File: config.mk
export PLATFORM = sky130hd
export DESIGN_NAME = stm_core
export DESIGN_NICKNAME = d
export VERILOG_FILES = /design/src/rtl/stm_pkg.sv /design/src/rtl/stm_pin_sync.sv /design/src/rtl/stm_core.sv
export VERILOG_INCLUDE_DIRS = /design/src /design/src/rtl
export SDC_FILE = /design/constraint.sdc
export NUM_CORES = 1
export LEC_CHECK = 0
export ABC_AREA = 1
export BUFFER_PORTS_ARGS = -buffer_cell sky130_fd_sc_hd__buf_2
export CAP_MARGIN = 10
export CORE_ASPECT_RATIO = 1.75
export CORE_MARGIN = 2
export CORE_UTILIZATION = 30
export DETAILED_ROUTE_END_ITERATION = 10
export PLACE_DENSITY = 0.52
export SETUP_SLACK_MARGIN = 0.02
export SYNTH_ARGS = -nofsm -noshare
export SYNTH_HDL_FRONTEND = slang
export SYNTH_SLANG_ARGS = --single-unit
File: constraint.sdc
create_clock -name MCLK -period 5.5 [get_ports MCLK]
set_input_delay 0 -clock MCLK [delete_from_list [all_inputs] [get_ports MCLK]]
set_output_delay 0 -clock MCLK [all_outputs]
set_load 0.005 [all_outputs]
File: src/rtl/stm_params.svh
`ifndef STM_PARAMS_SVH
`define STM_PARAMS_SVH

// Register byte addresses
`define STM_ADDR_CTRL 8'h00
`define STM_ADDR_CMPA 8'h04
`define STM_ADDR_CMPP 8'h08
`define STM_ADDR_COUNT 8'h0C
`define STM_ADDR_STATUS 8'h10

// Control register field positions
`define STM_CTRL_CCLR 0
`define STM_CTRL_DPX 1
`define STM_CTRL_POL 2
`define STM_CTRL_OC 3
`define STM_CTRL_IO_LO 4
`define STM_CTRL_IO_HI 5
`define STM_CTRL_MODE_LO 6
`define STM_CTRL_MODE_HI 7
`define STM_CTRL_RUN 8

// Status register field positions
`define STM_STAT_MATCH_A 0
`define STM_STAT_MATCH_P 1

// Reset values
`define STM_CMPA_RST 16'h0000
`define STM_CMPP_RST 8'h00
`define STM_COUNT_RST 16'h0000
`define STM_RDATA_RST 32'h0000_0000

// Output-function codes, compare-match output mode
`define STM_IO_NOCHANGE 2'h0
`define STM_IO_LOW 2'h1
`define STM_IO_HIGH 2'h2
`define STM_IO_TOGGLE 2'h3

// Output-function codes, PWM / single-pulse mode
`define STM_IO_FORCE_INACTIVE 2'h0
`define STM_IO_FORCE_ACTIVE 2'h1
`define STM_IO_PWM 2'h2
`define STM_IO_PULSE 2'h3

// Output-function codes, capture mode
`define STM_IO_CAP_RISE 2'h0
`define STM_IO_CAP_FALL 2'h1
`define STM_IO_CAP_BOTH 2'h2
`define STM_IO_CAP_OFF 2'h3

// Comparator P matches at the last count of a 256-count block
`define STM_P_LOW_FILL 8'hFF
`define STM_P_STEP 8'h01

`endif

File: src/rtl/stm_pkg.sv
package stm_pkg;

  localparam int STM_CNT_W = 16;
  localparam int STM_CMPP_W = 8;

  typedef enum logic [1:0] {
    STM_MODE_COMPARE = 2'b00,
    STM_MODE_CAPTURE = 2'b01,
    STM_MODE_PWM = 2'b10,
    STM_MODE_TIMER = 2'b11
  } stm_mode_t;

  typedef struct packed {
    logic s1;
    logic s2;
    logic s3;
    logic level;
    logic rise;
    logic fall;
  } stm_sync_state_t;

  typedef struct packed {
    stm_mode_t mode;
    logic [1:0] io;
    logic oc;
    logic pol;
    logic dpx;
    logic cclr;
    logic run;
    logic [STM_CNT_W-1:0] cmp_a;
    logic [STM_CMPP_W-1:0] cmp_p;
    logic [STM_CNT_W-1:0] count;
    logic flag_a;
    logic flag_p;
    logic cmp_level;
    logic pin_out;
    logic pin_oe;
    logic waitreq;
    logic [31:0] rdata;
  } stm_core_state_t;

endpackage : stm_pkg

File: src/rtl/stm_pin_sync.sv
// Three-stage pin synchroniser; a change is taken once stages two and three agree
module stm_pin_sync (
  input wire logic clk,
  input wire logic rst_n,
  input wire logic ce,
  input wire logic pin,
  output logic level,
  output logic rise,
  output logic fall
);
  import stm_pkg::*;

  stm_sync_state_t s_reg;
  stm_sync_state_t s_next;

  always_comb begin
    s_next = s_reg;
    s_next.s1 = pin;
    s_next.s2 = s_reg.s1;
    s_next.s3 = s_reg.s2;
    s_next.rise = 1'b0;
    s_next.fall = 1'b0;
    if ((s_reg.s2 == s_reg.s3) && (s_reg.s3 != s_reg.level)) begin
      s_next.level = s_reg.s3;
      s_next.rise = s_reg.s3;
      s_next.fall = ~s_reg.s3;
    end
  end

  always_ff @(posedge clk or negedge rst_n) begin
    if (!rst_n) begin
      s_reg <= '0;
    end else if (ce) begin
      s_reg <= s_next;
    end
  end

  assign level = s_reg.level;
  assign rise = s_reg.rise;
  assign fall = s_reg.fall;

endmodule : stm_pin_sync

File: src/rtl/stm_core.sv
// Behaviour
// - Clear-select low: clear on P match, or overflow when P is zero; both flags.
// - Clear-select high: clear on A match, raise only the A flag.
// - Compare mode pin changes only on an A match or run rising; P matches leave it alone.
// - On A match the output function drives high, low, toggles, or nothing.
// - Compare output codes: 00 none, 01 low, 10 high, 11 toggle.
// - Run bit rising loads the pin with the output-level bit.
// - Mode 11 counts and flags like compare mode but never drives the pin.
// - PWM ignores clear-select; swap bit picks which comparator sets period or duty.
// - PWM raises a separate flag for every A match and every P match.
// - PWM active level from output-level bit; codes 00/01 force pin, PWM keeps running.
// - Invert bit inverts the waveform on the timer pin.
// - Run bit rising starts count and pulse; in single pulse a trigger pin rising edge sets run bit.
// - Single pulse: A match clears run bit, ends pulse, raises flag; software clear too.
// - Single pulse: counter zeroed only on run rising; P, clear-select, swap unused.
// - Capture codes: 00 rising, 01 falling, 10 both, 11 disabled.
// - Each selected pin edge copies the counter into compare A and raises a flag.
// - Capture: counter free-runs until run falls; P match zeroes it and flags.
// - Capture code 11 stops captures while the counter keeps running.
`include "stm_params.svh"

module stm_core (
  input wire logic MCLK,
  input wire logic RST_N,
  input wire logic CE,
  input wire logic [7:0] AVS_ADDRESS,
  input wire logic AVS_READ,
  input wire logic AVS_WRITE,
  input wire logic [31:0] AVS_WRITEDATA,
  input wire logic [3:0] AVS_BYTEENABLE,
  output logic [31:0] AVS_READDATA,
  output logic AVS_WAITREQUEST,
  input wire logic TIMER_PIN_ZERO_IN,
  output logic TIMER_PIN_ZERO_OUT,
  output logic TIMER_PIN_ZERO_OE,
  input wire logic EXTERNAL_TRIGGER_PIN
);
  import stm_pkg::*;

  stm_core_state_t s_reg;
  stm_core_state_t s_next;

  logic pin_rise;
  logic pin_fall;
  logic trig_rise;

  // Byte-lane merge of a write into an existing word
  function automatic logic [31:0] lane_merge(
    input logic [31:0] old_val,
    input logic [31:0] new_val,
    input logic [3:0] be
  );
    logic [31:0] res;
    res = old_val;
    for (int i = 0; i < 4; i++) begin
      if (be[i]) begin
        res[i*8 +: 8] = new_val[i*8 +: 8];
      end
    end
    return res;
  endfunction : lane_merge

  // Packs the control fields into their register layout
  function automatic logic [31:0] ctrl_word(input stm_core_state_t st);
    logic [31:0] w;
    w = 32'h0000_0000;
    w[`STM_CTRL_CCLR] = st.cclr;
    w[`STM_CTRL_DPX] = st.dpx;
    w[`STM_CTRL_POL] = st.pol;
    w[`STM_CTRL_OC] = st.oc;
    w[`STM_CTRL_IO_HI:`STM_CTRL_IO_LO] = st.io;
    w[`STM_CTRL_MODE_HI:`STM_CTRL_MODE_LO] = st.mode;
    w[`STM_CTRL_RUN] = st.run;
    return w;
  endfunction : ctrl_word

  // Read decode; unmapped addresses return zero
  function automatic logic [31:0] read_mux(
    input stm_core_state_t st,
    input logic [7:0] addr
  );
    logic [31:0] w;
    w = 32'h0000_0000;
    case (addr)
      `STM_ADDR_CTRL: begin
        w = ctrl_word(st);
      end
      `STM_ADDR_CMPA: begin
        w[STM_CNT_W-1:0] = st.cmp_a;
      end
      `STM_ADDR_CMPP: begin
        w[STM_CMPP_W-1:0] = st.cmp_p;
      end
      `STM_ADDR_COUNT: begin
        w[STM_CNT_W-1:0] = st.count;
      end
      `STM_ADDR_STATUS: begin
        w[`STM_STAT_MATCH_A] = st.flag_a;
        w[`STM_STAT_MATCH_P] = st.flag_p;
      end
      default: begin
        w = 32'h0000_0000;
      end
    endcase
    return w;
  endfunction : read_mux

  stm_pin_sync u_cap_sync (
    .clk(MCLK),
    .rst_n(RST_N),
    .ce(CE),
    .pin(TIMER_PIN_ZERO_IN),
    .level(),
    .rise(pin_rise),
    .fall(pin_fall)
  );

  stm_pin_sync u_trig_sync (
    .clk(MCLK),
    .rst_n(RST_N),
    .ce(CE),
    .pin(EXTERNAL_TRIGGER_PIN),
    .level(),
    .rise(trig_rise),
    .fall()
  );

  always_comb begin
    logic bus_req;
    logic wr_go;
    logic [31:0] wmerged;
    logic clr_flag_a;
    logic clr_flag_p;
    logic run_rise;
    logic single_pulse;
    logic [STM_CNT_W-1:0] p_match_val;
    logic match_a;
    logic match_p;
    logic clr_count;
    logic set_a;
    logic set_p;
    logic cap_edge;
    logic duty_active;
    logic lvl;

    s_next = s_reg;
    bus_req = AVS_READ | AVS_WRITE;
    wr_go = AVS_WRITE & ~s_reg.waitreq;
    single_pulse = (s_reg.mode == STM_MODE_PWM) && (s_reg.io == `STM_IO_PULSE);
    // Comparators look at the counter only while it runs, so a held count
    // cannot keep re-raising a flag after the counter stops.
    // overflow when P is zero
    p_match_val = {s_reg.cmp_p - `STM_P_STEP, `STM_P_LOW_FILL};
    match_a = s_reg.run && (s_reg.count == s_reg.cmp_a);
    match_p = s_reg.run && (s_reg.count == p_match_val);
    run_rise = 1'b0;
    wmerged = 32'h0000_0000;
    clr_flag_a = 1'b0;
    clr_flag_p = 1'b0;
    clr_count = 1'b0;
    set_a = 1'b0;
    set_p = 1'b0;
    cap_edge = 1'b0;
    duty_active = 1'b0;
    lvl = 1'b0;

    // One wait cycle per access, then a single ready cycle
    s_next.waitreq = ~(bus_req & s_reg.waitreq);
    if (AVS_READ && s_reg.waitreq) begin
      s_next.rdata = read_mux(s_reg, AVS_ADDRESS);
    end

    if (wr_go) begin
      case (AVS_ADDRESS)
        `STM_ADDR_CTRL: begin
          wmerged = lane_merge(ctrl_word(s_reg), AVS_WRITEDATA, AVS_BYTEENABLE);
          s_next.cclr = wmerged[`STM_CTRL_CCLR];
          s_next.dpx = wmerged[`STM_CTRL_DPX];
          s_next.pol = wmerged[`STM_CTRL_POL];
          s_next.oc = wmerged[`STM_CTRL_OC];
          s_next.io = wmerged[`STM_CTRL_IO_HI:`STM_CTRL_IO_LO];
          s_next.mode = stm_mode_t'(wmerged[`STM_CTRL_MODE_HI:`STM_CTRL_MODE_LO]);
          s_next.run = wmerged[`STM_CTRL_RUN];
        end
        `STM_ADDR_CMPA: begin
          wmerged = lane_merge({16'h0000, s_reg.cmp_a}, AVS_WRITEDATA, AVS_BYTEENABLE);
          s_next.cmp_a = wmerged[STM_CNT_W-1:0];
        end
        `STM_ADDR_CMPP: begin
          wmerged = lane_merge({24'h00_0000, s_reg.cmp_p}, AVS_WRITEDATA, AVS_BYTEENABLE);
          s_next.cmp_p = wmerged[STM_CMPP_W-1:0];
        end
        `STM_ADDR_STATUS: begin
          clr_flag_a = AVS_BYTEENABLE[0] & AVS_WRITEDATA[`STM_STAT_MATCH_A];
          clr_flag_p = AVS_BYTEENABLE[0] & AVS_WRITEDATA[`STM_STAT_MATCH_P];
        end
        default: begin
          wmerged = 32'h0000_0000;
        end
      endcase
    end

    case (s_reg.mode)
      STM_MODE_COMPARE, STM_MODE_TIMER: begin
        if (s_reg.cclr) begin
          clr_count = match_a;
          set_a = match_a;
        end else begin
          clr_count = match_p;
          set_a = match_a;
          set_p = match_p;
        end
      end
      STM_MODE_PWM: begin
        if (single_pulse) begin
          set_a = match_a;
          if (match_a) begin
            s_next.run = 1'b0;
          end
        end else begin
          clr_count = s_reg.dpx ? match_a : match_p;
          set_a = match_a;
          set_p = match_p;
        end
      end
      STM_MODE_CAPTURE: begin
        clr_count = match_p;
        set_p = match_p;
        case (s_reg.io)
          `STM_IO_CAP_RISE: begin
            cap_edge = pin_rise;
          end
          `STM_IO_CAP_FALL: begin
            cap_edge = pin_fall;
          end
          `STM_IO_CAP_BOTH: begin
            cap_edge = pin_rise | pin_fall;
          end
          default: begin
            cap_edge = 1'b0;
          end
        endcase
        if (cap_edge) begin
          s_next.cmp_a = s_reg.count;
          set_a = 1'b1;
        end
      end
      default: begin
        clr_count = 1'b0;
      end
    endcase

    if (single_pulse && trig_rise) begin
      s_next.run = 1'b1;
    end
    // Set wins over a same-cycle software clear
    s_next.flag_a = (s_reg.flag_a & ~clr_flag_a) | set_a;
    s_next.flag_p = (s_reg.flag_p & ~clr_flag_p) | set_p;
    run_rise = s_next.run & ~s_reg.run;

    if (run_rise) begin
      s_next.count = `STM_COUNT_RST;
    end else if (s_reg.run && s_next.run) begin
      s_next.count = clr_count ? `STM_COUNT_RST : s_reg.count + 16'h0001;
    end

    if (run_rise) begin
      s_next.cmp_level = s_next.oc;
    end else if ((s_reg.mode == STM_MODE_COMPARE) && match_a) begin
      case (s_reg.io)
        `STM_IO_LOW: begin
          s_next.cmp_level = 1'b0;
        end
        `STM_IO_HIGH: begin
          s_next.cmp_level = 1'b1;
        end
        `STM_IO_TOGGLE: begin
          s_next.cmp_level = ~s_reg.cmp_level;
        end
        default: begin
          s_next.cmp_level = s_reg.cmp_level;
        end
      endcase
    end

    if (s_next.dpx) begin
      duty_active = s_next.count[STM_CNT_W-1:STM_CNT_W-STM_CMPP_W] < s_next.cmp_p;
    end else begin
      duty_active = s_next.count < s_next.cmp_a;
    end

    case (s_next.mode)
      STM_MODE_COMPARE: begin
        lvl = s_next.cmp_level;
        s_next.pin_oe = 1'b1;
      end
      STM_MODE_PWM: begin
        case (s_next.io)
          `STM_IO_FORCE_INACTIVE: begin
            lvl = ~s_next.oc;
          end
          `STM_IO_FORCE_ACTIVE: begin
            lvl = s_next.oc;
          end
          `STM_IO_PWM: begin
            lvl = duty_active ? s_next.oc : ~s_next.oc;
          end
          default: begin
            lvl = s_next.run ? s_next.oc : ~s_next.oc;
          end
        endcase
        s_next.pin_oe = 1'b1;
      end
      default: begin
        // pin released in timer and capture modes
        lvl = 1'b0;
        s_next.pin_oe = 1'b0;
      end
    endcase
    s_next.pin_out = s_next.pin_oe & (lvl ^ s_next.pol);
  end

  // CE low freezes everything, the bus handshake included
  always_ff @(posedge MCLK or negedge RST_N) begin
    if (!RST_N) begin
      s_reg <= '0;
      s_reg.mode <= STM_MODE_COMPARE;
      s_reg.cmp_a <= `STM_CMPA_RST;
      s_reg.cmp_p <= `STM_CMPP_RST;
      s_reg.count <= `STM_COUNT_RST;
      s_reg.rdata <= `STM_RDATA_RST;
      s_reg.waitreq <= 1'b1;
    end else if (CE) begin
      s_reg <= s_next;
    end
  end

  assign AVS_READDATA = s_reg.rdata;
  assign AVS_WAITREQUEST = s_reg.waitreq;
  assign TIMER_PIN_ZERO_OUT = s_reg.pin_out;
  assign TIMER_PIN_ZERO_OE = s_reg.pin_oe;

endmodule : stm_core

Word level (Yosys, flattened, before mapping)
Index checks and enable logic that the tools add are counted.
- add/subtract/negate cells: 2
- $lt $le $gt $ge: 2
- equal/unequal tests: 19
- multiplexer cells: 47
- bitwise operators: 22
- reduce and logical (&&, ||, !) cells: 21
- operators by type and width (kind ; number):
    16-bit 2-to-1 mux ; 6
    8-bit 2-to-1 mux ; 5
    33-bit 2-to-1 mux ; 1
    16-bit equality test ; 2
    6-bit case mux with 4 select lines ; 1
    8-bit case mux with 3 select lines ; 1
    1-bit 2-to-1 mux ; 22
    16-bit by 1-bit adder with 16-bit output, second input constant ; 1
    8-bit by 4-bit equality test with 1-bit output, second input constant ; 2
    16-bit < comparator ; 1
    1-bit case mux with 3 select lines ; 5
    2-bit equality test, second input constant ; 6
    2-bit case mux with 5 select lines ; 1
    1-bit logical AND ; 9
    9-bit 2-to-1 mux ; 1
    1-bit inverter ; 9
    1-bit bitwise AND ; 8
    8-bit by 3-bit equality test with 1-bit output, second input constant ; 1
    8-bit by 5-bit equality test with 1-bit output, second input constant ; 1
    2-bit zero test ; 4
    8-bit zero test ; 1
    8-bit < comparator ; 1
    8-bit by 1-bit subtractor with 8-bit output, second input constant ; 1
    2-bit by 1-bit equality test with 1-bit output, second input constant ; 3
    10 further kinds ; 20
- register bits: 82
- input bits: 51
- logic and storage cells: 141

Depth between registers and ports, before layout
Gate-level depths: netlist of the first run.
- depth in word-level cells: 17
- mapped depth: 39

Cells and area by module
From an unflattened synthesis of the first run, not the netlist that was laid out.
- cell total of the unflattened synthesis: 896
- area total of the unflattened synthesis: 6273.5 um^2
- by module, submodules not included (module ; instances ; cells each ; area each (um^2) ; seq. area each (um^2)):
    stm_core ; 1 ; 846 ; 5793.1 ; 1778.0
    stm_pin_sync ; 2 ; 25 ; 240.2 ; 150.1

Least setup slack after synthesis of the first run
Ideal clock, no wire load.
- kind: flip-flop to flip-flop
- start point: register s_reg, in the netlist AVS_WAITREQUEST
- end point: register s_reg, in the netlist TIMER_PIN_ZERO_OUT
- data arrival time: 3.727 ns
- required time: 5.383 ns
- path slack: 1.657 ns
- stages on the path, launching flop included: 37
- path buffers: 1
- path through: dfstp_2 -> nor2_1 -> nand2_1 -> inv_2 -> buf_4 -> nand3b_1 -> nand2_1 -> clkinv_1 -> nand2_1 -> nand2_2 -> nand2_2 -> nor3_2 -> nand2_1 -> nor2_1 -> nand4_1 -> nor2_1 -> inv_1 -> nor2_1 -> a21oi_1 -> nor3_2 -> ha_1 -> nand2_1 -> inv_1 -> a221oi_1 -> o21ai_0 -> a31oi_1 -> nand2_1 -> nand2_1 -> nand3_1 -> nand2_1 -> nand3_1 -> nand3_2 -> nand2_1 -> nand2_1 -> nand2_1 -> nand2_1 -> nand2_1
- RTL lines (element ; line ; text):
    start: declaration ; stm_core.sv:40 ; stm_core_state_t s_reg;
    start signal: assignment ; stm_core.sv:334 ; s_reg <= s_next;

==> impl_metrics.prom, run 1 <==
# TYPE chip_impl_metric gauge
chip_impl_info{name="yosys_most_used_dff",value="sky130_fd_sc_hd__dfrtp_1"} 1
chip_impl_metric{name="drv.max_cap_violation_count",unit=""} 0
chip_impl_metric{name="power.ir.vdd_worst",unit="mV"} 0.124
chip_impl_metric{name="yosys.area_share.simple",unit=""} 0.273
chip_impl_metric{name="grt_max_degree",unit=""} 68
chip_impl_metric{name="vias_in_the_first_global_route",unit=""} 5533
chip_impl_metric{name="final.setup_skew",unit="ps"} 8.91
chip_impl_metric{name="drtIter0Drc",unit=""} 383
chip_impl_metric{name="design.die.area",unit="um2"} 20800
chip_impl_metric{name="syn-mean-instance-area",unit="um2"} 7.04
chip_impl_metric{name="share_clk_of_total_power",unit=""} 0.271
chip_impl_metric{name="cts_post_setup_buffers_inserted",unit=""} 0
chip_impl_metric{name="finalWorstPathRequiredPeriod",unit="ps"} 4650
chip_impl_metric{name="fmaxAchievable",unit="GHz"} 0.215
chip_impl_metric{name="clk-insertion-delay-late",unit="ps"} 350
chip_impl_metric{name="power.switching_fraction",unit=""} 0.400
chip_impl_metric{name="row_count",unit=""} 67
chip_impl_metric{name="portBuffers",unit=""} 51
chip_impl_metric{name="p_per_area",unit="nW/um2"} 344
chip_impl_metric{name="io-pin-count",unit=""} 86
chip_impl_metric{name="largest_register_ff_count",unit=""} 52
chip_impl_info{name="grt_setup_unrepaired",value="false"} 1
chip_impl_metric{name="slew_headroom",unit=""} 0.430
chip_impl_metric{name="die-width",unit="um"} 110
chip_impl_info{name="worst_hold_path.endpoint",value="s_reg[36]$_DFFE_PN0P_"} 1
chip_impl_info{name="crit_path_frequent_cell",value="sky130_fd_sc_hd__nand2_1"} 1
chip_impl_metric{name="totalNegativeSetupSlack",unit="ps"} 0
chip_impl_metric{name="postSynth.asyncResetShare",unit=""} 1.00
chip_impl_metric{name="viasPerCell",unit=""} 5.05
chip_impl_metric{name="stdcell_area",unit="um2"} 6570
chip_impl_metric{name="clk_transition_reported_paths",unit="ps"} 60
chip_impl_info{name="synthTopCellsByArea",value="sky130_fd_sc_hd__dfrtp_1 34%, sky130_fd_sc_hd__nand2_1 15%, sky130_fd_sc_hd__o21ai_0 7.3%, sky130_fd_sc_hd__inv_1 5.8%, sky130_fd_sc_hd__ha_1 5.7%"} 1
chip_impl_metric{name="synthesis.yosys.warnings",unit=""} 0
chip_impl_metric{name="post-route-period-util",unit=""} 0.845
chip_impl_info{name="most-common-layout-cells",value="236 x sky130_fd_sc_hd__nand2_1, 91 x sky130_fd_sc_hd__inv_1, 86 x sky130_fd_sc_hd__o21ai_0, 81 x sky130_fd_sc_hd__dfrtp_1, 56 x sky130_fd_sc_hd__nor2_1"} 1
chip_impl_metric{name="total_length_of_routed_wires",unit="um"} 19800
chip_impl_metric{name="worst_setup_slack_post_dpl",unit="ps"} 909
chip_impl_metric{name="post-dp-hpwl",unit="um"} 15400
chip_impl_metric{name="clkSinkCount",unit=""} 82
chip_impl_metric{name="design.final.nets",unit=""} 951
chip_impl_metric{name="total_inserted_antenna_cells",unit=""} 0
chip_impl_metric{name="area_growth_syn_to_layout",unit="%"} 11.5
chip_impl_metric{name="hold_violations",unit=""} 0
chip_impl_metric{name="vias",unit=""} 5647
chip_impl_metric{name="wl_per_cell",unit="um"} 17.7
chip_impl_info{name="slowest_stage",value="sky130_fd_sc_hd__dfrtp_1"} 1
chip_impl_metric{name="synth_area_in_compound_gates",unit=""} 0.175
chip_impl_metric{name="synth_seq_cells",unit=""} 82
chip_impl_metric{name="worstRegToRegCells",unit=""} 36
chip_impl_metric{name="post_synthesis_sequential_area_ratio",unit=""} 0.348
chip_impl_metric{name="detail-route-antenna-nets",unit=""} 0
chip_impl_metric{name="coreArea",unit="um2"} 19200
chip_impl_metric{name="critPathRequiredTime",unit="ps"} 5740
chip_impl_metric{name="initial_utilization",unit=""} 0.307
chip_impl_metric{name="power.sequential.fraction",unit=""} 0.369
chip_impl_metric{name="report.final.slew_viol_count",unit=""} 0
chip_impl_metric{name="die_y",unit="um"} 189
chip_impl_info{name="reg2reg_from",value="s_reg[52]$_DFFE_PN0P_"} 1
chip_impl_metric{name="critical_path.max_fanout",unit=""} 8
chip_impl_info{name="crit_end_category",value="register"} 1
chip_impl_metric{name="critical_path.max_stage_delay",unit="ps"} 500
chip_impl_metric{name="syn-instance-count",unit=""} 837
chip_impl_info{name="combinational_family_with_the_most_area_after_synthesis",value="simple AND/OR/NAND/NOR gates"} 1
chip_impl_metric{name="synth.distinct_cells",unit=""} 48
chip_impl_metric{name="max_slew.worst_pin.slew",unit="ps"} 854
chip_impl_info{name="worstReg2RegEnd",value="TIMER_PIN_ZERO_OUT$_DFFE_PN0P_"} 1
chip_impl_metric{name="dpl.cell_count",unit=""} 1097
chip_impl_metric{name="h_tree_lvls",unit=""} 3
chip_impl_info{name="commonest_non_fill_non_tap_cell_in_the_layout",value="sky130_fd_sc_hd__nand2_1"} 1
chip_impl_metric{name="timing.hold.worst_path_depth",unit=""} 4
chip_impl_metric{name="cp.arrival",unit="ps"} 4890
chip_impl_info{name="tritoncts",value="done"} 1
chip_impl_metric{name="drt-pass1-iter-count",unit=""} 5
chip_impl_metric{name="place_congestion",unit=""} 0.942
chip_impl_metric{name="post_synth_fa_ha_maj_area_fraction",unit=""} 0.0573
chip_impl_info{name="root_buffer",value="sky130_fd_sc_hd__clkbuf_16"} 1
chip_impl_metric{name="power.static_leakage",unit="nW"} 3.19
chip_impl_info{name="timing.hold.worst.start",value="AVS_WRITEDATA[1]"} 1
chip_impl_info{name="synth_top_cell_by_area",value="sky130_fd_sc_hd__dfrtp_1"} 1
chip_impl_metric{name="netlist.area_leader.share",unit=""} 0.344
chip_impl_metric{name="mappedNetlistArea",unit="um2"} 5890
chip_impl_metric{name="power.internal",unit="mW"} 1.36
chip_impl_info{name="timing.setup.critical_path_class",value="reg -> reg"} 1
chip_impl_metric{name="drt_drc_violations_left",unit=""} 0
chip_impl_metric{name="post_dp_cell_area",unit="um2"} 6220
chip_impl_metric{name="synth-edff-count",unit=""} 0
chip_impl_metric{name="antenna_violations_before_repair",unit=""} 0
chip_impl_metric{name="num_cts_buffers",unit=""} 9
chip_impl_metric{name="setup_viol",unit=""} 0
chip_impl_metric{name="layout_setup_ws",unit="ps"} 853
chip_impl_metric{name="pwr-share-comb",unit=""} 0.359
chip_impl_metric{name="finalHoldWorstSlack",unit="ps"} 22.3
chip_impl_info{name="startpoint_type_of_the_worst_setup_path",value="register"} 1
chip_impl_metric{name="p_switching",unit="mW"} 0.905
chip_impl_metric{name="drive_above_1_share",unit=""} 0.130
chip_impl_metric{name="r2r_setup_slack",unit="ps"} 850
chip_impl_info{name="outcome",value="finished, final reports clean"} 1
chip_impl_metric{name="gr-usage-all-layers",unit=""} 0.198
chip_impl_metric{name="synth_mux_area_frac",unit=""} 0
chip_impl_metric{name="post_synth_xor_area_fraction",unit=""} 0.0149
chip_impl_metric{name="grt_pass1_wl",unit="um"} 30400
chip_impl_info{name="worstHoldPathType",value="in -> reg"} 1
chip_impl_metric{name="layoutNonFillerInstCount",unit=""} 1118
chip_impl_metric{name="globalRouteOverflowTotal",unit=""} 0
chip_impl_metric{name="max-clock-path-buffers",unit=""} 2
-- power by group through the flow --
| stage | combinational [mW] | clock, mW | sequential, mW |
|---|---|---|---|
| 5_1_grt | 0.928 | 0.654 | 0.848 |
| 4_1_cts | 0.818 | 0.630 | 0.833 |
| 3_5_place_dp | 0.810 | 0 | 0.842 |
| 3_3_place_gp | 0.802 | 0 | 0.843 |
| 2_1_floorplan | 0.590 | 0 | 0.798 |
| 6_report | 0.812 | 0.613 | 0.835 |
-- worst max-delay path by stage --
stage                                            from                              to  slack, ps  cells past startpoint
after floorplan           AVS_WAITREQUEST$_DFFE_PN1P_  TIMER_PIN_ZERO_OUT$_DFFE_PN0P_       1660                     36
final                           s_reg[52]$_DFFE_PN0P_  TIMER_PIN_ZERO_OUT$_DFFE_PN0P_        850                     36
after detailed placement        s_reg[52]$_DFFE_PN0P_  TIMER_PIN_ZERO_OUT$_DFFE_PN0P_        910                     36
after global placement          s_reg[52]$_DFFE_PN0P_  TIMER_PIN_ZERO_OUT$_DFFE_PN0P_        980                     36
after CTS                       s_reg[52]$_DFFE_PN0P_  TIMER_PIN_ZERO_OUT$_DFFE_PN0P_        890                     36
after global routing            s_reg[52]$_DFFE_PN0P_  TIMER_PIN_ZERO_OUT$_DFFE_PN0P_        380                     36
-- cells by family (layout without fill, tap and decap cells) --
logic type / after synthesis / after routing
XOR/XNOR: 10 / 10
other: 1 / 16
adder cells (fa/ha/maj): 27 / 27
AO/OA/AOI/OAI: 178 / 178
flip-flops: 82 / 82
buffers and inverters: 166 / 191
AND/OR/NAND/NOR: 373 / 373
-- cells in the mapped netlist, types with 2 or more instances --
library cell and instances:
sky130_fd_sc_hd__a211oi_1 6, sky130_fd_sc_hd__a21oi_1 28, sky130_fd_sc_hd__a221oi_1 8, sky130_fd_sc_hd__a31oi_1 2, sky130_fd_sc_hd__buf_1 3, sky130_fd_sc_hd__buf_4 34
sky130_fd_sc_hd__clkbuf_1 17, sky130_fd_sc_hd__clkinv_1 2, sky130_fd_sc_hd__dfrtp_1 81, sky130_fd_sc_hd__ha_1 27, sky130_fd_sc_hd__inv_1 91, sky130_fd_sc_hd__inv_2 15
sky130_fd_sc_hd__nand2_1 236, sky130_fd_sc_hd__nand2_2 5, sky130_fd_sc_hd__nand3_1 36, sky130_fd_sc_hd__nand3_2 5, sky130_fd_sc_hd__nand3b_1 2, sky130_fd_sc_hd__nand4_1 7
sky130_fd_sc_hd__nor2_1 56, sky130_fd_sc_hd__nor2_2 6, sky130_fd_sc_hd__nor2_4 2, sky130_fd_sc_hd__nor3_1 10, sky130_fd_sc_hd__nor3_2 2, sky130_fd_sc_hd__nor3_4 2
sky130_fd_sc_hd__nor4_1 2, sky130_fd_sc_hd__o211ai_1 4, sky130_fd_sc_hd__o21a_1 2, sky130_fd_sc_hd__o21ai_0 86, sky130_fd_sc_hd__o21ai_1 2, sky130_fd_sc_hd__o221ai_1 5
sky130_fd_sc_hd__o22ai_1 28, sky130_fd_sc_hd__xnor2_1 3, sky130_fd_sc_hd__xor2_1 7
-- worst max-delay path: cells and delay by family (launching register included) --
family	cells	cell delay (ps)
AND/OR/NAND/NOR	28	2760
AO/OA/AOI/OAI	4	670
flip-flops	1	500
buffers and inverters	3	300
adder cells (fa/ha/maj)	1	300
-- metrics by stage --
stage	power [mW]	utilization
2_1_floorplan	1.39	-
3_3_place_gp	1.65	0.324
3_5_place_dp	1.65	0.324
4_1_cts	2.28	0.342
5_1_grt	2.43	0.342
6_report	2.26	0.342
-- cell type report --
class | count | area [um2]
Inverter | 109 | 412
Multi-Input combinational cell | 604 | 3130
Fill cell | 2069 | 12600
Timing Repair Buffer | 67 | 393
Clock inverter | 3 | 40.0
Tap cell | 241 | 302
Clock buffer | 12 | 246
Sequential cell | 82 | 2050
-- routing by layer --
layer / wire, um / share of wire / GRT usage / vias to the layer above
li1: - / - / - / 2791
met1: 7120 / 0.36 / 0.203 / 2590
met2: 10200 / 0.52 / 0.346 / 195
met3: 781 / 0.039 / 0.0334 / 71
met4: 1700 / 0.086 / 0.156 / 0
met5: 0 / 0 / 0 / -
-- what timing repair did --
action,in CTS,in global routing
hold buffers,6,0
gates resized for setup,0,0
endpoints found under the hold margin,24,0
(Power assumes the default switching activity.)
==> run 2, diff against run 1 <==
--- a/config.mk
+++ b/config.mk
@@ -13,7 +13,7 @@
 export CORE_MARGIN = 2
 export CORE_UTILIZATION = 30
 export DETAILED_ROUTE_END_ITERATION = 10
-export PLACE_DENSITY = 0.52
+export PLACE_DENSITY = 0.54
 export SETUP_SLACK_MARGIN = 0.02
 export SYNTH_ARGS = -nofsm -noshare
 export SYNTH_HDL_FRONTEND = slang
==> constraint.sdc (replaced) <==
create_clock -name MCLK -period 4.2 [get_ports MCLK]
set_input_delay 0 -clock MCLK [delete_from_list [all_inputs] [get_ports MCLK]]
set_output_delay 0 -clock MCLK [all_outputs]
set_load 0.005 [all_outputs]
==> impl_metrics.prom, run 2 (same netlist as run 1, synthesis figures left out) <==
# TYPE chip_impl_metric gauge
chip_impl_info{name="outcome",value="finished, final reports clean"} 1
chip_impl_metric{name="final.setup_skew",unit="ps"} 7.13
chip_impl_metric{name="portBuffers",unit=""} 51
chip_impl_metric{name="max_slew.worst_pin.slew",unit="ps"} 770
chip_impl_metric{name="finalHoldWorstSlack",unit="ps"} 39.9
chip_impl_info{name="slowest_stage",value="sky130_fd_sc_hd__dfrtp_1"} 1
chip_impl_metric{name="layout_setup_ws",unit="ps"} 82.2
chip_impl_metric{name="worstSetupPathDepth",unit=""} 32
chip_impl_info{name="crit_path_frequent_cell",value="sky130_fd_sc_hd__nand2_1"} 1
chip_impl_metric{name="h_tree_lvls",unit=""} 3
chip_impl_info{name="most-common-layout-cells",value="234 x sky130_fd_sc_hd__nand2_1, 97 x sky130_fd_sc_hd__buf_4, 87 x sky130_fd_sc_hd__inv_1, 84 x sky130_fd_sc_hd__o21ai_0, 81 x sky130_fd_sc_hd__dfrtp_1"} 1
chip_impl_metric{name="globalRouteOverflowTotal",unit=""} 0
chip_impl_metric{name="critical_path.max_fanout",unit=""} 7
chip_impl_metric{name="clk-insertion-delay-late",unit="ps"} 360
chip_impl_metric{name="row_count",unit=""} 67
chip_impl_metric{name="power.static_leakage",unit="nW"} 3.64
chip_impl_metric{name="critical_path.max_stage_delay",unit="ps"} 440
chip_impl_metric{name="wl_per_cell",unit="um"} 17.6
chip_impl_metric{name="setup_viol",unit=""} 0
chip_impl_info{name="grt-busiest-layer",value="met2"} 1
chip_impl_info{name="grt_setup_unrepaired",value="true"} 1
chip_impl_metric{name="post-dp-hpwl",unit="um"} 16700
chip_impl_metric{name="clkSinkCount",unit=""} 82
chip_impl_metric{name="gr-usage-all-layers",unit=""} 0.214
chip_impl_metric{name="place_congestion",unit=""} 0.956
chip_impl_metric{name="max-clock-path-buffers",unit=""} 2
chip_impl_info{name="critical-path-top-delay-family",value="simple AND/OR/NAND/NOR gates"} 1
chip_impl_metric{name="die-width",unit="um"} 110
chip_impl_metric{name="final_core_util",unit=""} 0.381
chip_impl_metric{name="power.internal",unit="mW"} 1.99
chip_impl_metric{name="io-pin-count",unit=""} 86
chip_impl_metric{name="vias",unit=""} 6007
chip_impl_metric{name="drt-pass1-iter-count",unit=""} 5
chip_impl_info{name="timing.setup.critical_path_class",value="reg -> reg"} 1
chip_impl_metric{name="met1_routing_resource_usage_after_global_routing",unit=""} 0.219
chip_impl_metric{name="pwr-share-comb",unit=""} 0.398
chip_impl_metric{name="die_y",unit="um"} 189
chip_impl_metric{name="power.ir.vdd_worst",unit="mV"} 0.215
chip_impl_metric{name="share_clk_of_total_power",unit=""} 0.272
chip_impl_metric{name="total_length_of_routed_wires",unit="um"} 21200
chip_impl_metric{name="drt_drc_violations_left",unit=""} 0
chip_impl_metric{name="critPathRequiredTime",unit="ps"} 4490
chip_impl_metric{name="globalRouteMet3Util",unit=""} 0.0251
chip_impl_metric{name="p_switching",unit="mW"} 1.27
chip_impl_metric{name="grt_pass1_wl",unit="um"} 32500
chip_impl_info{name="crit_end_category",value="register"} 1
chip_impl_metric{name="pnr_total_power",unit="mW"} 3.26
chip_impl_metric{name="power.sequential.fraction",unit=""} 0.330
chip_impl_metric{name="power.switching_fraction",unit=""} 0.389
chip_impl_metric{name="global_route.usage.met2",unit=""} 0.398
chip_impl_info{name="startpoint_type_of_the_worst_setup_path",value="register"} 1
chip_impl_metric{name="coreArea",unit="um2"} 19200
chip_impl_metric{name="drv.max_cap_violation_count",unit=""} 0
chip_impl_metric{name="drtIter0Drc",unit=""} 383
chip_impl_info{name="tritoncts",value="done"} 1
chip_impl_metric{name="finalWorstPathRequiredPeriod",unit="ps"} 4120
chip_impl_metric{name="total_inserted_antenna_cells",unit=""} 0
chip_impl_metric{name="grt_max_degree",unit=""} 66
chip_impl_metric{name="worst_setup_slack_post_dpl",unit="ps"} 98.1
chip_impl_metric{name="slew_headroom",unit=""} 0.486
chip_impl_metric{name="cp_num_buf_inv",unit=""} 0
chip_impl_metric{name="clk_transition_reported_paths",unit="ps"} 70
chip_impl_metric{name="layoutNonFillerInstCount",unit=""} 1205
chip_impl_info{name="commonest_non_fill_non_tap_cell_in_the_layout",value="sky130_fd_sc_hd__nand2_1"} 1
chip_impl_metric{name="num_cts_buffers",unit=""} 9
chip_impl_metric{name="report.final.slew_viol_count",unit=""} 0
chip_impl_metric{name="antenna_violations_before_repair",unit=""} 0
chip_impl_metric{name="design.die.area",unit="um2"} 20800
chip_impl_metric{name="r2r_setup_slack",unit="ps"} 80
chip_impl_metric{name="timing.hold.worst_path_depth",unit=""} 4
chip_impl_metric{name="fmaxAchievable",unit="GHz"} 0.243
chip_impl_info{name="root_buffer",value="sky130_fd_sc_hd__clkbuf_16"} 1
chip_impl_metric{name="post-route-period-util",unit=""} 0.980
chip_impl_metric{name="dpl.cell_count",unit=""} 1180
chip_impl_metric{name="viasPerCell",unit=""} 4.99
chip_impl_metric{name="cp.arrival",unit="ps"} 4410
chip_impl_metric{name="p_per_area",unit="nW/um2"} 446
chip_impl_metric{name="detail-route-antenna-nets",unit=""} 0
chip_impl_metric{name="drive_above_1_share",unit=""} 0.224
chip_impl_metric{name="largest_register_ff_count",unit=""} 52
chip_impl_metric{name="hold_violations",unit=""} 0
chip_impl_metric{name="initial_utilization",unit=""} 0.307
chip_impl_info{name="worstHoldPathType",value="in -> reg"} 1
chip_impl_metric{name="vias_in_the_first_global_route",unit=""} 5852
chip_impl_metric{name="design.final.nets",unit=""} 1037
chip_impl_metric{name="worstRegToRegCells",unit=""} 32
chip_impl_metric{name="area_growth_syn_to_layout",unit="%"} 24.0
-- run 2: cell types whose count changed in the layout (fill, tap and decap cells not counted), moves of 2 or more --
cell,change
sky130_fd_sc_hd__nand3_2,+2
sky130_fd_sc_hd__clkinvlp_4,+2
sky130_fd_sc_hd__clkinv_2,-2
sky130_fd_sc_hd__nor2_1,-3
sky130_fd_sc_hd__inv_2,+4
sky130_fd_sc_hd__buf_4,+86
sky130_fd_sc_hd__nand2_1,-2
sky130_fd_sc_hd__nand2_2,+2
sky130_fd_sc_hd__inv_1,-4
sky130_fd_sc_hd__nor2_4,+2
sky130_fd_sc_hd__o21ai_1,+2
sky130_fd_sc_hd__o21ai_0,-2
sky130_fd_sc_hd__nand3_1,-2
-- run 2: cell type report --
cell class	instances	area [um2]
Inverter	109	412
Clock buffer	12	246
Multi-Input combinational cell	604	3180
Clock inverter	4	75.1
Tap cell	241	302
Timing Repair Buffer	153	1040
Fill cell	2076	11900
Sequential cell	82	2050
-- run 2: per-layer routing --
layer | share of wire | vias to the layer above
li1 | - | 2962
met1 | 0.36 | 2826
met2 | 0.55 | 170
met3 | 0.033 | 49
met4 | 0.055 | 0
met5 | 0 | -
-- run 2: timing repair --
item / in CTS / in global routing
endpoints found under the hold margin: 59 / 0
setup buffers: 0 / 3
hold buffers: 6 / 0
resized for setup: 0 / 20
setup endpoints to repair: 0 / 1
-- run 2: worst min-delay path: stages --
cell and delay [ps]:
sky130_fd_sc_hd__buf_2 110, sky130_fd_sc_hd__inv_1 70, sky130_fd_sc_hd__o21ai_0 80, sky130_fd_sc_hd__o21ai_0 80
-- run 2: worst paths after layout --
path	from	to
min in group asynchronous	RST_N	s_reg[42]$_DFFE_PN0P_
max reg2reg	s_reg[39]$_DFFE_PN0P_	TIMER_PIN_ZERO_OUT$_DFFE_PN0P_
min reg2reg	u_trig_sync.s_next[4]$_DFFE_PN0P_	u_trig_sync.s_next[4]$_DFFE_PN0P_
min	AVS_WRITEDATA[1]	s_reg[36]$_DFFE_PN0P_
max in group asynchronous	RST_N	AVS_WAITREQUEST$_DFFE_PN1P_
max	s_reg[39]$_DFFE_PN0P_	TIMER_PIN_ZERO_OUT$_DFFE_PN0P_
-- run 2: power by group through the flow --
stage          Combinational, mW  Sequential, mW  Clock [mW]
2_1_floorplan              0.773            1.05           0
3_3_place_gp                1.26            1.08           0
3_5_place_dp                1.27            1.08           0
4_1_cts                     1.28            1.07       0.905
5_1_grt                     1.45            1.10       0.942
6_report                    1.30            1.07       0.886
-- run 2: per-stage QoR --
stage               instance area (um2)  setup TNS, ps
global placement                   6850              0
floorplan                          5950              0
CTS                                7230              0
detailed placement                 6850              0
global route                       7310           -273
finish                             7310              0
==> run 3, diff against run 2 <==
--- a/config.mk
+++ b/config.mk
@@ -6,14 +6,14 @@
 export SDC_FILE = /design/constraint.sdc
 export NUM_CORES = 1
 export LEC_CHECK = 0
-export ABC_AREA = 1
 export BUFFER_PORTS_ARGS = -buffer_cell sky130_fd_sc_hd__buf_2
 export CAP_MARGIN = 10
 export CORE_ASPECT_RATIO = 1.75
-export CORE_MARGIN = 2
+export CORE_MARGIN = 4
 export CORE_UTILIZATION = 30
 export DETAILED_ROUTE_END_ITERATION = 10
 export PLACE_DENSITY = 0.54
+export REMOVE_ABC_BUFFERS = 1
 export SETUP_SLACK_MARGIN = 0.02
 export SYNTH_ARGS = -nofsm -noshare
 export SYNTH_HDL_FRONTEND = slang
==> impl_metrics.prom, run 3 <==
# TYPE chip_impl_metric gauge
chip_impl_info{name="outcome",value="finished, violations left"} 1
chip_impl_info{name="failed_checks",value="negative setup slack"} 1
chip_impl_metric{name="max_slew.worst_pin.slew",unit="ps"} 1030
chip_impl_metric{name="drtIter0Drc",unit=""} 271
chip_impl_metric{name="gr-usage-all-layers",unit=""} 0.187
chip_impl_info{name="slowest_stage",value="sky130_fd_sc_hd__dfrtp_1"} 1
chip_impl_metric{name="power.switching_fraction",unit=""} 0.334
chip_impl_info{name="root_buffer",value="sky130_fd_sc_hd__clkbuf_16"} 1
chip_impl_metric{name="design.die.area",unit="um2"} 22800
chip_impl_metric{name="h_tree_lvls",unit=""} 3
chip_impl_metric{name="drive_above_1_share",unit=""} 0.319
chip_impl_metric{name="slew_headroom",unit=""} 0.311
chip_impl_metric{name="vias",unit=""} 5560
chip_impl_metric{name="globalRouteOverflowTotal",unit=""} 0
chip_impl_info{name="commonest_non_fill_non_tap_cell_in_the_layout",value="sky130_fd_sc_hd__buf_4"} 1
chip_impl_metric{name="critical_path.max_fanout",unit=""} 4
chip_impl_metric{name="final.setup_skew",unit="ps"} 12.0
chip_impl_metric{name="clk-insertion-delay-late",unit="ps"} 350
chip_impl_info{name="synthTopCellsByArea",value="sky130_fd_sc_hd__dfrtp_1 33%, sky130_fd_sc_hd__ha_1 5.5%, sky130_fd_sc_hd__mux2i_1 5.2%, sky130_fd_sc_hd__mux2_2 5.2%, sky130_fd_sc_hd__nand2_1 4.9%"} 1
chip_impl_metric{name="post_synthesis_sequential_area_ratio",unit=""} 0.335
chip_impl_metric{name="row_count",unit=""} 68
chip_impl_metric{name="critPathRequiredTime",unit="ps"} 4440
chip_impl_info{name="worstHoldPathType",value="in -> reg"} 1
chip_impl_metric{name="total_length_of_routed_wires",unit="um"} 20900
chip_impl_metric{name="power.ir.vdd_worst",unit="mV"} 0.174
chip_impl_metric{name="drv.max_cap_violation_count",unit=""} 0
chip_impl_metric{name="total_inserted_antenna_cells",unit=""} 0
chip_impl_metric{name="place_congestion",unit=""} 0.972
chip_impl_info{name="startpoint_type_of_the_worst_setup_path",value="register"} 1
chip_impl_metric{name="mappedNetlistArea",unit="um2"} 6120
chip_impl_metric{name="power.internal",unit="mW"} 1.70
chip_impl_metric{name="p_per_area",unit="nW/um2"} 330
chip_impl_metric{name="clkSinkCount",unit=""} 82
chip_impl_metric{name="detail-route-antenna-nets",unit=""} 0
chip_impl_info{name="worstSetupEndpoint",value="TIMER_PIN_ZERO_OUT$_DFFE_PN0P_"} 1
chip_impl_metric{name="fmaxAchievable",unit="GHz"} 0.214
chip_impl_metric{name="setup_viol",unit=""} 1
chip_impl_metric{name="critical_path.max_stage_delay",unit="ps"} 400
chip_impl_metric{name="filler_cell_count",unit=""} 2076
chip_impl_info{name="worst_setup_sp",value="s_reg[55]$_DFFE_PN0P_"} 1
chip_impl_metric{name="portBuffers",unit=""} 51
chip_impl_metric{name="grt_pass1_wl",unit="um"} 32100
chip_impl_metric{name="synthesis.yosys.warnings",unit=""} 0
chip_impl_metric{name="coreArea",unit="um2"} 19900
chip_impl_metric{name="drt_drc_violations_left",unit=""} 0
chip_impl_metric{name="post-route-period-util",unit=""} 1.11
chip_impl_metric{name="final_core_util",unit=""} 0.388
chip_impl_metric{name="layout_setup_ws",unit="ps"} -475
chip_impl_metric{name="syn-mean-instance-area",unit="um2"} 8.82
chip_impl_info{name="yosys-top-cells-count",value="81 x sky130_fd_sc_hd__dfrtp_1, 80 x sky130_fd_sc_hd__nand2_1, 58 x sky130_fd_sc_hd__o21ai_0"} 1
chip_impl_metric{name="pwr-share-comb",unit=""} 0.315
chip_impl_metric{name="design.final.nets",unit=""} 909
chip_impl_metric{name="power.sequential.fraction",unit=""} 0.356
chip_impl_metric{name="r2r_setup_slack",unit="ps"} -480
chip_impl_metric{name="cp.arrival",unit="ps"} 4910
chip_impl_metric{name="hold_violations",unit=""} 0
chip_impl_metric{name="area_growth_syn_to_layout",unit="%"} 26.1
chip_impl_info{name="most-common-layout-cells",value="133 x sky130_fd_sc_hd__buf_4, 81 x sky130_fd_sc_hd__dfrtp_1, 79 x sky130_fd_sc_hd__nand2_1, 55 x sky130_fd_sc_hd__o21ai_0, 53 x sky130_fd_sc_hd__nor2_1"} 1
chip_impl_metric{name="finalWorstPathRequiredPeriod",unit="ps"} 4680
chip_impl_metric{name="worstRegToRegCells",unit=""} 26
chip_impl_metric{name="max-clock-path-buffers",unit=""} 2
chip_impl_metric{name="netlist.area_leader.share",unit=""} 0.331
chip_impl_info{name="synth_top_cell_by_area",value="sky130_fd_sc_hd__dfrtp_1"} 1
chip_impl_metric{name="drt-pass1-iter-count",unit=""} 4
chip_impl_info{name="tritoncts",value="done"} 1
chip_impl_metric{name="power.static_leakage",unit="nW"} 3.69
chip_impl_info{name="grt_setup_unrepaired",value="true"} 1
chip_impl_metric{name="postSynth.asyncResetShare",unit=""} 1.00
chip_impl_metric{name="post-dp-hpwl",unit="um"} 16700
chip_impl_metric{name="grt_max_degree",unit=""} 53
chip_impl_metric{name="vias_in_the_first_global_route",unit=""} 5745
chip_impl_metric{name="synth-edff-count",unit=""} 0
chip_impl_metric{name="largest_register_ff_count",unit=""} 52
chip_impl_info{name="timing.setup.critical_path_class",value="reg -> reg"} 1
chip_impl_info{name="synth.most_common_cell",value="sky130_fd_sc_hd__dfrtp_1"} 1
chip_impl_metric{name="initial_utilization",unit=""} 0.308
chip_impl_metric{name="p_switching",unit="mW"} 0.849
chip_impl_info{name="reg2reg_from",value="s_reg[55]$_DFFE_PN0P_"} 1
chip_impl_metric{name="antenna_violations_before_repair",unit=""} 0
chip_impl_info{name="yosys_most_used_dff",value="sky130_fd_sc_hd__dfrtp_1"} 1
chip_impl_metric{name="synth_seq_cells",unit=""} 82
chip_impl_metric{name="syn-instance-count",unit=""} 694
chip_impl_info{name="worstReg2RegEnd",value="TIMER_PIN_ZERO_OUT$_DFFE_PN0P_"} 1
chip_impl_info{name="crit_end_category",value="register"} 1
chip_impl_metric{name="num_cts_buffers",unit=""} 9
chip_impl_metric{name="viasPerCell",unit=""} 5.14
chip_impl_metric{name="io-pin-count",unit=""} 86
chip_impl_metric{name="report.final.slew_viol_count",unit=""} 0
chip_impl_metric{name="share_clk_of_total_power",unit=""} 0.328
chip_impl_metric{name="synth.distinct_cells",unit=""} 67
chip_impl_metric{name="clk_transition_reported_paths",unit="ps"} 70
chip_impl_metric{name="wl_per_cell",unit="um"} 19.3
chip_impl_metric{name="pnr_total_power",unit="mW"} 2.55
chip_impl_metric{name="die-width",unit="um"} 116
chip_impl_metric{name="die_y",unit="um"} 197
-- run 3: cell types whose count changed after synthesis, moves of 14 or more --
cell                      before  now
sky130_fd_sc_hd__xnor2_1       3   20
sky130_fd_sc_hd__nand2_1     236   80
sky130_fd_sc_hd__mux2_2        0   28
sky130_fd_sc_hd__inv_1        91   17
sky130_fd_sc_hd__a21oi_1      28   43
sky130_fd_sc_hd__o22ai_1      28    0
sky130_fd_sc_hd__mux2i_1       0   32
sky130_fd_sc_hd__nand3_1      36   22
sky130_fd_sc_hd__o21ai_0      86   58
sky130_fd_sc_hd__inv_2        15    0
-- run 3: metal layers --
metal | wire, um | GRT usage | vias to the layer above
met3 | 655 | 0.0194 | 53
li1 | - | - | 2695
met4 | 1280 | 0.118 | 0
met5 | 0 | 0 | -
met1 | 7380 | 0.189 | 2680
met2 | 11600 | 0.353 | 132
-- run 3: logic make-up after synthesis --
group	Yosys count	share of synthesized area
AO/OA/AOI/OAI	157	0.164
flip-flops	82	0.335
buffers and inverters	101	0.0999
adder cells (fa/ha/maj)	27	0.0552
AND/OR/NAND/NOR	231	0.191
other	1	0.000613
multiplexers	60	0.104
XOR/XNOR	35	0.0501
-- run 3: final cells by class --
| class | count | area [um2] | share of cell area |
|---|---|---|---|
| Clock buffer | 11 | 243 | 0.0314 |
| Inverter | 17 | 63.8 | 0.00827 |
| Sequential cell | 82 | 2050 | 0.266 |
| Multi-Input combinational cell | 526 | 3610 | 0.468 |
| Clock inverter | 5 | 62.6 | 0.00810 |
| Timing Repair Buffer | 195 | 1380 | 0.178 |
| Tap cell | 245 | 307 | 0.0397 |
-- run 3: power groups by stage --
stage	combinational, mW	clock [mW]	sequential [mW]
after floorplan	0.321	0	0.954
after global placement	0.759	0	0.920
after detailed placement	0.758	0	0.922
after CTS	0.794	0.853	0.907
after global routing	0.873	0.890	0.916
final	0.802	0.836	0.907
-- run 3: timing repair --
item                                   4_1_cts  5_1_grt
buffers inserted                             5        0
endpoints found under the hold margin       55        0
gates resized for setup                     19       11
setup endpoints to repair                    1        1
hold buffers                                 6        0
pin swaps                                   18        1
-- run 3: worst min-delay path by stage --
stage / startpoint / endpoint / slack, ps / cells after the start
3_5_place_dp: RST_N / AVS_READDATA[1]$_DFFE_PN0P_ / 110 / 1
2_1_floorplan: RST_N / AVS_READDATA[0]$_DFFE_PN0P_ / -300 / 0
4_1_cts: AVS_WRITEDATA[3] / s_reg[82]$_DFFE_PN0P_ / 20 / 2
6_report: AVS_WRITEDATA[3] / s_reg[82]$_DFFE_PN0P_ / 20 / 2
5_1_grt: AVS_WRITEDATA[1] / s_reg[80]$_DFFE_PN0P_ / 30 / 2
3_3_place_gp: RST_N / AVS_READDATA[0]$_DFFE_PN0P_ / 110 / 1
-- run 3: critical path: cells and delay by family (launching register included) --
kind            cells  cell delay, ps
compound gates      8            1500
simple gates        7             930
buf+inv             6             750
mux                 3             580
flops               1             400
fa+ha+maj           2             380
-- run 3: per-stage QoR --
stage	hold WS [ps]	cell area [um2]	instances	setup TNS, ps	setup WS, ps
floorplan	-296	5630	625	-698	-698
global placement	107	7200	1054	-762	-762
detailed placement	107	7200	1054	-857	-857
CTS	15.3	7680	1081	-459	-459
global route	32.4	7720	1081	-710	-710
finish	16.2	7720	1081	-475	-475
